## src/design/kpi_defines.svh

```systemverilog
// Register offsets, field positions and reset values for the keypad pin interrupt block
`ifndef KPI_DEFINES_SVH
`define KPI_DEFINES_SVH
// Notes on behaviour
// Eight input pins, each individually enabled as an interrupt source.
// Each pin triggers on one edge only, or edge plus matching level.
// All pins share one common interrupt request that software can enable.
// Detection keeps running in wait mode; enabled pin wakes when irq enabled.
// In shallow stop, detect asynchronously; enabled pin wakes when irq enabled.
// Deep stop disables block; waking from it returns all state to reset.
// Background debug halt does not stop detection or flag setting.
// Status/control bits 7:4 always read zero.
// Bit 3 is read-only event flag; writes leave it unchanged.
// Bit 2 write-one acknowledges the flag; always reads zero.
// Bit 1 enables the interrupt request.
// Bit 0 selects edge-only (0) or edge-and-level (1) detection.
// Pin enable register bit n enables pin n.
// Polarity bit n: 0 falling/low, 1 rising/high.
// Polarity bit turns an enabled pin's pull-up into a pull-down.
// Edges found by comparing successive clock-cycle samples.
// Pin must be seen deasserted before an edge on it counts.
// Edge-only mode: valid edge sets flag; acknowledge clears it.
// Edge-and-level mode: acknowledge clears only when all enabled pins deasserted.
// Interrupt request is high exactly while flag and enable are both one.
// After reset all control bits are zero.

// =============================================================================
// Register byte addresses
`define KPI_OFS_STATUS_CONTROL 12'h000
`define KPI_OFS_PIN_ENABLE     12'h004
`define KPI_OFS_POLARITY       12'h008
`define KPI_OFS_POWER_MODE     12'h00c

// =============================================================================
// Status and control field positions
`define KPI_BIT_FLAG      3
`define KPI_BIT_ACK       2
`define KPI_BIT_IRQ_EN    1
`define KPI_BIT_MODE      0

// Power mode control field positions
`define KPI_BIT_DEEP_STOP 0

// =============================================================================
// Reset values and responses
`define KPI_RST_BYTE      8'h00
`define KPI_RESP_OKAY     2'h0
`define KPI_RESP_SLVERR   2'h2
`endif

```

## src/design/kpi_pkg.sv

```systemverilog
// Types shared by the keypad pin interrupt block
package kpi_pkg;
    // Control bits written by software
    typedef struct packed {
        logic       irq_enable;   // Interrupt request enable
        logic       mode_level;   // 1: edge and level detection
        logic [7:0] pin_enable;   // Per-pin enable
        logic [7:0] polarity;     // Per-pin active sense
    } kpi_ctrl_t;

    // Bus slave write states
    typedef enum logic [2:0] {
        KPI_W_IDLE = 3'h1,
        KPI_W_RESP = 3'h2,
        KPI_W_HOLD = 3'h4
    } kpi_wstate_t;
endpackage

```

## src/design/kpi_top.sv

```systemverilog
// Keypad pin interrupt block with AXI4-Lite register slave
//
// The placing of the registers and the AXI4-Lite slave port were chosen for this implementation.
`timescale 1ns/100ps
`include "kpi_defines.svh"

module kpi_top #(
    parameter int PINS = 8                          // Number of key input pins
) (
    input  wire logic            i_clock,           // 250 MHz clock
    input  wire logic            i_rst_b,           // Synchronous reset, active low
    input  wire logic [PINS-1:0] i_key_input_pin,   // Asynchronous key pins
    input  wire logic            i_debug_halt,      // Background debug halt, no effect
    input  wire logic            i_deep_stop_wake,  // Pulse: wake from deep stop
    input  wire logic [11:0]     i_awaddr,          // Write address
    input  wire logic            i_awvalid,         // Write address valid
    output logic                 o_awready,         // Write address ready
    input  wire logic [31:0]     i_wdata,           // Write data
    input  wire logic [3:0]      i_wstrb,           // Write byte strobes
    input  wire logic            i_wvalid,          // Write data valid
    output logic                 o_wready,          // Write data ready
    output logic [1:0]           o_bresp,           // Write response
    output logic                 o_bvalid,          // Write response valid
    input  wire logic            i_bready,          // Write response ready
    input  wire logic [11:0]     i_araddr,          // Read address
    input  wire logic            i_arvalid,         // Read address valid
    output logic                 o_arready,         // Read address ready
    output logic [31:0]          o_rdata,           // Read data
    output logic [1:0]           o_rresp,           // Read response
    output logic                 o_rvalid,          // Read data valid
    input  wire logic            i_rready,          // Read data ready
    output logic                 o_irq,             // Interrupt request / wake
    output logic [PINS-1:0]      o_pull_down_sel    // 1: pull resistor is pull-down
);

    // =========================================================================
    // Register word indices, sized to the decoded address field
    localparam logic [9:0] IDX_STATUS   = 10'(`KPI_OFS_STATUS_CONTROL >> 2);
    localparam logic [9:0] IDX_PIN_EN   = 10'(`KPI_OFS_PIN_ENABLE >> 2);
    localparam logic [9:0] IDX_POLARITY = 10'(`KPI_OFS_POLARITY >> 2);
    localparam logic [9:0] IDX_POWER    = 10'(`KPI_OFS_POWER_MODE >> 2);

    // =========================================================================
    // Pin synchronisers and sample history
    // Asynchronous stop-mode detection is modelled by the same sampled path,
    // since the clock keeps running in this model.
    logic [PINS-1:0] sync1_reg, sync1_next;
    logic [PINS-1:0] sync2_reg, sync2_next;
    logic [PINS-1:0] prev_reg, prev_next;
    logic [PINS-1:0] armed_reg, armed_next;

    // =========================================================================
    // Control and status state
    kpi_pkg::kpi_ctrl_t ctrl_reg, ctrl_next;
    logic               flag_reg, flag_next;
    logic               deep_stop_reg, deep_stop_next;
    logic               irq_reg, irq_next;
    logic [PINS-1:0]    pull_reg, pull_next;

    // =========================================================================
    // Bus slave state
    kpi_pkg::kpi_wstate_t wstate_reg, wstate_next;
    logic                 aw_have_reg, aw_have_next;
    logic                 w_have_reg, w_have_next;
    logic [11:0]          awaddr_reg, awaddr_next;
    logic [31:0]          wdata_reg, wdata_next;
    logic [3:0]           wstrb_reg, wstrb_next;
    logic [1:0]           bresp_reg, bresp_next;
    logic                 arready_reg, arready_next;
    logic                 rvalid_reg, rvalid_next;
    logic [31:0]          rdata_reg, rdata_next;
    logic [1:0]           rresp_reg, rresp_next;
    logic                 awready_reg;
    logic                 wready_reg;

    // Per-pin and combined detection terms, write decode terms and status read value
    logic [PINS-1:0] asserted;
    logic [PINS-1:0] edge_hit;
    logic [PINS-1:0] level_hit;
    logic            any_event;
    logic            any_asserted;
    logic            wr_fire;
    logic            wr_ack;
    logic            wr_lane0;
    logic [7:0]      sc_read;

    // Pin path: two flops, then one history sample for edge compare
    always_comb begin
        sync1_next = i_key_input_pin;
        sync2_next = sync1_reg;
        prev_next  = sync2_reg;
    end

    // Detection terms; asserted level follows polarity bit
    always_comb begin
        asserted     = ~(sync2_reg ^ ctrl_reg.polarity);
        edge_hit     = asserted & ~(~(prev_reg ^ ctrl_reg.polarity))
                       & armed_reg & ctrl_reg.pin_enable;
        level_hit    = ctrl_reg.mode_level ? (asserted & ctrl_reg.pin_enable)
                                           : '0;
        any_event    = |(edge_hit | level_hit);
        any_asserted = |(asserted & ctrl_reg.pin_enable);
        sc_read      = {4'h0, flag_reg, 1'b0, ctrl_reg.irq_enable,
                        ctrl_reg.mode_level};
    end

    // Write decode: commit happens once both address and data are held
    always_comb begin
        wr_fire  = (wstate_reg == kpi_pkg::KPI_W_HOLD);
        wr_lane0 = wr_fire && wstrb_reg[0];
        wr_ack   = wr_lane0 && (awaddr_reg[11:2] == IDX_STATUS)
                   && wdata_reg[`KPI_BIT_ACK];
    end

    // Control, flag, deep stop and arming next state
    always_comb begin
        ctrl_next      = ctrl_reg;
        flag_next      = flag_reg;
        deep_stop_next = deep_stop_reg;
        armed_next     = armed_reg;
        // A pin arms once seen deasserted; disabled pins drop their arming
        armed_next     = (armed_reg | ~asserted) & ctrl_reg.pin_enable;
        if (wr_lane0) begin
            unique case (awaddr_reg[11:2])
                IDX_STATUS: begin
                    ctrl_next.irq_enable = wdata_reg[`KPI_BIT_IRQ_EN];
                    ctrl_next.mode_level = wdata_reg[`KPI_BIT_MODE];
                end
                IDX_PIN_EN: begin
                    ctrl_next.pin_enable = wdata_reg[7:0];
                end
                IDX_POLARITY: begin
                    ctrl_next.polarity = wdata_reg[7:0];
                end
                IDX_POWER: begin
                    deep_stop_next = wdata_reg[`KPI_BIT_DEEP_STOP];
                end
                default: begin
                end
            endcase
        end
        // Flag write bit is ignored; acknowledge clears, event wins over it
        if (wr_ack && !(ctrl_reg.mode_level && any_asserted)) begin
            flag_next = 1'b0;
        end
        if (any_event) begin
            flag_next = 1'b1;
        end
        // Deep stop freezes detection; the halt input is deliberately unused
        if (deep_stop_reg) begin
            flag_next  = flag_reg;
            armed_next = '0;
        end
    end

    // Registered outputs toward the processor and the pad
    always_comb begin
        irq_next  = flag_next && ctrl_next.irq_enable;
        pull_next = ctrl_next.polarity & ctrl_next.pin_enable;
    end

    // Write channel: accept address and data in either order
    always_comb begin
        wstate_next  = wstate_reg;
        aw_have_next = aw_have_reg;
        w_have_next  = w_have_reg;
        awaddr_next  = awaddr_reg;
        wdata_next   = wdata_reg;
        wstrb_next   = wstrb_reg;
        bresp_next   = bresp_reg;
        unique case (wstate_reg)
            kpi_pkg::KPI_W_IDLE: begin
                // Take each half only on a real handshake, so a request that
                // arrives before ready rises is not captured twice
                if (i_awvalid && awready_reg && !aw_have_reg) begin
                    aw_have_next = 1'b1;
                    awaddr_next  = i_awaddr;
                end
                if (i_wvalid && wready_reg && !w_have_reg) begin
                    w_have_next = 1'b1;
                    wdata_next  = i_wdata;
                    wstrb_next  = i_wstrb;
                end
                if (aw_have_next && w_have_next) begin
                    wstate_next = kpi_pkg::KPI_W_HOLD;
                end
            end
            kpi_pkg::KPI_W_HOLD: begin
                bresp_next   = (awaddr_next[11:4] == 8'h00) ? `KPI_RESP_OKAY
                                                            : `KPI_RESP_SLVERR;
                aw_have_next = 1'b0;
                w_have_next  = 1'b0;
                wstate_next  = kpi_pkg::KPI_W_RESP;
            end
            kpi_pkg::KPI_W_RESP: begin
                if (i_bready) begin
                    wstate_next = kpi_pkg::KPI_W_IDLE;
                end
            end
            default: begin
                wstate_next = kpi_pkg::KPI_W_IDLE;
            end
        endcase
    end

    // Read channel: one read at a time, data ready one cycle after address
    always_comb begin
        arready_next = 1'b0;
        rvalid_next  = rvalid_reg;
        rdata_next   = rdata_reg;
        rresp_next   = rresp_reg;
        if (rvalid_reg && i_rready) begin
            rvalid_next = 1'b0;
        end
        if (!rvalid_reg && !arready_reg && i_arvalid) begin
            arready_next = 1'b1;
            rvalid_next  = 1'b1;
            rresp_next   = `KPI_RESP_OKAY;
            unique case (i_araddr)
                `KPI_OFS_STATUS_CONTROL: rdata_next = {24'h000000, sc_read};
                `KPI_OFS_PIN_ENABLE:     rdata_next = {24'h000000, ctrl_reg.pin_enable};
                `KPI_OFS_POLARITY:       rdata_next = {24'h000000, ctrl_reg.polarity};
                `KPI_OFS_POWER_MODE:     rdata_next = {31'h00000000, deep_stop_reg};
                default: begin
                    rdata_next = 32'h00000000;
                    rresp_next = `KPI_RESP_SLVERR;
                end
            endcase
        end
    end

    // State registers; wake from deep stop acts as a reset
    always_ff @(posedge i_clock) begin
        sync1_reg <= sync1_next;
        sync2_reg <= sync2_next;
        prev_reg  <= prev_next;
        if (!i_rst_b || i_deep_stop_wake) begin
            ctrl_reg      <= '0;
            flag_reg      <= 1'b0;
            deep_stop_reg <= 1'b0;
            armed_reg     <= '0;
            irq_reg       <= 1'b0;
            pull_reg      <= '0;
        end else begin
            ctrl_reg      <= ctrl_next;
            flag_reg      <= flag_next;
            deep_stop_reg <= deep_stop_next;
            armed_reg     <= armed_next;
            irq_reg       <= irq_next;
            pull_reg      <= pull_next;
        end
    end

    // Bus slave registers
    always_ff @(posedge i_clock) begin
        if (!i_rst_b) begin
            wstate_reg  <= kpi_pkg::KPI_W_IDLE;
            aw_have_reg <= 1'b0;
            w_have_reg  <= 1'b0;
            awaddr_reg  <= 12'h000;
            wdata_reg   <= 32'h00000000;
            wstrb_reg   <= 4'h0;
            bresp_reg   <= `KPI_RESP_OKAY;
            arready_reg <= 1'b0;
            rvalid_reg  <= 1'b0;
            rdata_reg   <= 32'h00000000;
            rresp_reg   <= `KPI_RESP_OKAY;
        end else begin
            wstate_reg  <= wstate_next;
            aw_have_reg <= aw_have_next;
            w_have_reg  <= w_have_next;
            awaddr_reg  <= awaddr_next;
            wdata_reg   <= wdata_next;
            wstrb_reg   <= wstrb_next;
            bresp_reg   <= bresp_next;
            arready_reg <= arready_next;
            rvalid_reg  <= rvalid_next;
            rdata_reg   <= rdata_next;
            rresp_reg   <= rresp_next;
        end
    end

    // Ready flags are registers: high in the first idle cycle, cleared on take
    always_ff @(posedge i_clock) begin
        if (!i_rst_b) begin
            awready_reg <= 1'b0;
            wready_reg  <= 1'b0;
        end else begin
            awready_reg <= (wstate_next == kpi_pkg::KPI_W_IDLE) && !aw_have_next;
            wready_reg  <= (wstate_next == kpi_pkg::KPI_W_IDLE) && !w_have_next;
        end
    end

    // Outputs straight from flops, except o_bvalid decoded from the write state
    always_comb begin
        o_awready       = awready_reg;
        o_wready        = wready_reg;
        o_bvalid        = (wstate_reg == kpi_pkg::KPI_W_RESP);
        o_bresp         = bresp_reg;
        o_arready       = arready_reg;
        o_rvalid        = rvalid_reg;
        o_rdata         = rdata_reg;
        o_rresp         = rresp_reg;
        o_irq           = irq_reg;
        o_pull_down_sel = pull_reg;
    end

endmodule // kpi_top

```

## config.mk

```make
export PLATFORM = sky130hd
export DESIGN_NAME = kpi_top
export DESIGN_NICKNAME = d
export VERILOG_FILES = /design/src/design/kpi_pkg.sv /design/src/design/kpi_top.sv
export VERILOG_INCLUDE_DIRS = /design/src /design/src/design
export SDC_FILE = /design/constraint.sdc
export NUM_CORES = 1
export LEC_CHECK = 0
export ABC_AREA = 1
export ABC_CLOCK_PERIOD_IN_PS = 3750
export BUFFER_PORTS_ARGS = -buffer_cell sky130_fd_sc_hd__buf_2
export CAP_MARGIN = 10
export CORE_MARGIN = 5
export CORE_UTILIZATION = 50
export CTS_CLUSTER_SIZE = 14
export DETAILED_ROUTE_END_ITERATION = 10
export PLACE_DENSITY_LB_ADDON = 0.15
export SLEW_MARGIN = 10
export SYNTH_ARGS = -nofsm -noshare
export SYNTH_HDL_FRONTEND = slang
export SYNTH_SLANG_ARGS = --single-unit
```

## constraint.sdc

```tcl
create_clock -name i_clock -period 3.75 [get_ports i_clock]
set_input_delay 0.75 -clock i_clock [delete_from_list [all_inputs] [get_ports i_clock]]
set_output_delay 0.75 -clock i_clock [all_outputs]
set_load 0.005 [all_outputs]
```

* Word level (Yosys, flattened, before mapping)
Index checks and enable logic that the tools add are counted.
Word-level totals: flip-flop bits (word level) 127, bits of input ports 77, logic and storage cells 109
Cells by class: equality and inequality tests 10, muxes and demuxes 23, bitwise gates (word level) 14, reductions and logical operators 37
Operator list (count):
- 8-bit bitwise AND | 6
- 8-bit inverter | 4
- 8-bit one-hot mux with 4 select lines | 1
- 12-bit by 4-bit equality test with 1-bit output, second input constant | 2
- 8-bit 2-to-1 mux | 3
- 10-bit by 2-bit equality test with 1-bit output, second input constant | 2
- 18-bit 2-to-1 mux | 1
- 1-bit logical AND | 16
- 8-bit bitwise OR | 2
- 8-bit OR reduction | 2
- 8-bit XOR | 2
- 12-bit by 3-bit equality test with 1-bit output, second input constant | 1
- 12-bit zero test | 1
- 10-bit by 1-bit equality test with 1-bit output, second input constant | 1
- 10-bit zero test | 1
- 1-bit 2-to-1 mux | 10
- 3-bit one-hot mux with 3 select lines | 1
- 1-bit zero test | 8
- 8-bit zero test | 1
- 2-bit AND reduction | 4
- 3-bit by 1-bit equality test with 1-bit output, second input constant | 2
- 2-bit 2-to-1 mux | 3
- 3-bit 2-to-1 mux | 2
- 1-bit one-hot mux with 2 select lines | 2
- other kinds (6) | 6

* Longest topological paths before layout
depth in word-level cells 11, depth in mapped cells 10

* Worst setup path before layout
No wires, ideal clock.
path type input to register, start input i_araddr[11], end register rdata_reg[1], in the netlist o_rdata[1], library setup time 71 ps, arrival 1603 ps, data required time 3679 ps, slack 2076 ps, stages 7, buffers on the path 0, cells stage by stage nor2_1 > nand2_1 > nor2_4 > nand2_2 > o211ai_1 > nand2_1 > a21oi_1
On the way: word-level cells in the longest chain between the ends 2, elaborated cells on any way between the ends 5, classes of those cells 3 x eq/ne; 1 x mux; 1 x reduce/logical
Ends and longest elaborated chain:
- start: declaration | line kpi_top.sv:25 | input wire logic [11:0] i_araddr,
- 12-bit by 4-bit equality test with 1-bit output (tied with other cells) | line kpi_top.sv:219 | unique case (i_araddr)
- 8-bit one-hot mux with 4 select lines (*) | line kpi_top.sv:219
- end signal: assignment | line kpi_top.sv:278 | rdata_reg <= rdata_next;
- end: declaration | line kpi_top.sv:71 | logic [31:0] rdata_reg, rdata_next;
Mark *: on every way between the ends. The rest lies on a longest branch, timed or not. A chain may end at the register's enable or synchronous reset.

* Worst setup path after layout
start input i_rst_b, end register flag_reg
On the way: word-level cells in the longest chain between the ends 2
Ends and longest elaborated chain:
- start: declaration | line kpi_top.sv:11 | input wire logic i_rst_b,
- 1-bit zero test
- 1-bit logical OR | line kpi_top.sv:237 | if (!i_rst_b || i_deep_stop_wake) begin
- end signal: assignment | line kpi_top.sv:246 | flag_reg <= flag_next;
- end: declaration | line kpi_top.sv:55 | logic flag_reg, flag_next;
No other way between the ends.

==> impl_metrics.ini <==
[clock_network]
cts_sinks = 99
htreeDepth = 3
clockRootBuffer = clkbuf_8
clockBufferDepth = 2
numCtsBuffers = 9
clk_pin_slew_ns = 0.10
cts-resized-gates = 0
hold_buffers = 0
clk_latency_ns = 0.36
cts_tree = yes
cts_setup_buffers = 0

[place]
place_area_sq_mm = 0.00435
dp_cells = 687
place.gp.congestion = 0.875
place_hpwl_um = 6800
place_ws_ns = 1.29
port_buffers = 70

[global_routing]
grt_max_degree = 24
grt_pass1_wl_um = 15000
grt_pass1_vias = 3388
antenna_found_initial = 0
track_usage_pct = 18.8
overflow = 0

[worst_hold_path]
worstHoldPathCells = 0
hold_path.class = reg -> reg
hold_end = prev_next[1]$_DFF_P_
holdCritStartpoint = sync1_reg[1]$_DFF_P_

[floorplan]
die_h_um = 99.7
core_sq_mm = 0.00777
ios = 127
start_util_pct = 51.8
die_area_sq_mm = 0.00994
die_w_um = 99.7
rows = 32

[detailed_routing]
route.met2.wl_um = 4430
antenna_left = 0
vias_per_cell = 4.81
met3_length_um = 584
wl_per_cell_um = 12.9
met1_length_um = 3890
top_layer_used = met4
vias = 3384
drt-initial-drc-count = 158
wirelength_um = 9050
remaining_drc_errors = 0
first_pass_iters = 4

[critical_path]
ff2ff_path_depth = 7
path_cells = buf_2 -> inv_2 -> nor2_1 -> clkinv_1 -> a21oi_1
r2r_start = wstate_reg[1]$_SDFF_PN0_
startpoint_type = input pin
worst_ep_arrival_time_ns = 2.39
cp_max_fo = 23
r2r-end = o_pull_down_sel[7]$_SDFF_PP0_
slowest_delay_ns = 0.45
r2r_setup_slack_ns = 1.83
worstSetupPathType = in -> reg
worst_ep_required_time_ns = 4.03
end_kind = flop
critPathTopFamily = buffers and inverters
path_buf_inv = 3
cp_num_cells = 5
critPathSlowestCell = clkinv_1

[power_and_ir_drop]
irDropWorstVdd_mv = 0.341
total_power_mw = 2.16
pwr-share-clk_pct = 31.7
swShare_pct = 28.5
p_int_mw = 1.55
powerDensity_mw_per_mm2 = 475
combPwrFrac_pct = 13.5
power_switching_mw = 0.615
seq_power_share_pct = 54.8
leakage_nw = 2.16

[sta]
hold_slack_ns = 0.336
setup_slack_ns = 1.64
fmaxAchievable_mhz = 475
drv_slew = 0
setup_viol = 0
setup_tns_ns = 0
period_minus_slack_ns = 2.11
skew_ns = 0.00944
tightest_slew_ns = 0.517
slew_headroom_pct = 65.4
finalHoldViolations = 0
rsz0062_at_grt = no
fin_crit_sh_pct = 56.2

[synth]
ys_ff_latch = 99
synth.cell_area_sq_mm = 0.00402
synth_cell_types = 28
ys_seq_area_share_pct = 49.3
syn_inst = 523
avgSynthCellArea_sq_um = 7.69
yosysWarnings = 0

[layout]
drive_above_1_share_pct = 18.8
multi_input_area_sq_mm = 0.00167
utilization_pct = 58.6
fin_area_sq_mm = 0.00455
fillers = 745
layout_commonest_cell = nand2_1
syn_to_final_growth_pct = 13.1
final_cells = 703
largest_reg_flops = 18
seq_area_sq_mm = 0.00198
layout_common_cells = 105 x nand2_1, 99 x dfxtp_1, 95 x nor2_1, 70 x buf_2, 52 x inv_1
finalNetCount = 673
diodes = 0

[job]
cap_violations = 0

[status]
status = finished, final reports clean
[cells by family after synthesis]
kind of cell | Yosys count | synth area share, %
other cells | 1 | 0.0932
compound gates | 84 | 11.4
simple gates | 247 | 27.6
buf+inv | 92 | 11.7
flops | 99 | 49.3
[power groups by stage]
stage                     combinational (mW)  sequential [mW]  clock, mW
after global routing                   0.337             1.20      0.750
after floorplan                        0.235             1.20          0
after global placement                 0.285             1.21          0
final                                  0.292             1.19      0.685
after detailed placement               0.293             1.21          0
after CTS                              0.293             1.19      0.709
[how the worst max path moves through the flow]
stage,start,endpoint,slack [ns]
2_1_floorplan,i_araddr[11],o_rdata[1]$_SDFFE_PN0P_,2.08
3_3_place_gp,i_rst_b,flag_reg$_SDFF_PP0_,1.31
3_5_place_dp,i_rst_b,flag_reg$_SDFF_PP0_,1.29
4_1_cts,i_rst_b,flag_reg$_SDFF_PP0_,1.65
5_1_grt,i_rst_b,flag_reg$_SDFF_PP0_,1.53
6_report,i_rst_b,flag_reg$_SDFF_PP0_,1.64
[routing by layer]
metal	track usage, %	vias to the layer above
li1	-	1756
met5	0	-
met1	23.0	1518
met4	5.57	0
met3	5.54	12
met2	31.9	98
[area by class of cell]
type	count	share of cell area, %
Clock buffer	10	2.80
Timing Repair Buffer	71	7.86
Inverter	58	4.78
Sequential cell	99	43.6
Multi-Input combinational cell	357	36.6
Tap cell	102	2.80
Clock inverter	6	1.59
[synthesized netlist by cell type]
| cell | instances | area [sq um] |
|---|---|---|
| a21oi_1 | 18 | 90.1 |
| buf_4 | 27 | 203 |
| buf_6 | 3 | 33.8 |
| clkbuf_1 | 4 | 15.0 |
| clkinv_1 | 1 | 3.75 |
| conb_1 | 1 | 3.75 |
| dfxtp_1 | 99 | 1980 |
| inv_1 | 52 | 195 |
| inv_2 | 5 | 18.8 |
| nand2_1 | 105 | 394 |
| nand2_2 | 3 | 18.8 |
| nand3_1 | 21 | 105 |
| nand3_2 | 1 | 10.0 |
| nand4_1 | 3 | 18.8 |
| nand4_2 | 1 | 12.5 |
| nand4_4 | 1 | 21.3 |
| nor2_1 | 95 | 357 |
| nor2_4 | 3 | 33.8 |
| nor3_1 | 6 | 30.0 |
| nor3_2 | 4 | 40.0 |
| nor3_4 | 3 | 48.8 |
| nor4_4 | 1 | 21.3 |
| o211ai_1 | 5 | 37.5 |
| o211ai_2 | 1 | 12.5 |
| o21ai_0 | 49 | 245 |
| o21ai_1 | 6 | 30.0 |
| o21ai_2 | 4 | 35.0 |
| o22ai_1 | 1 | 6.26 |
Note: power is estimated with default switching activity, not from simulation.
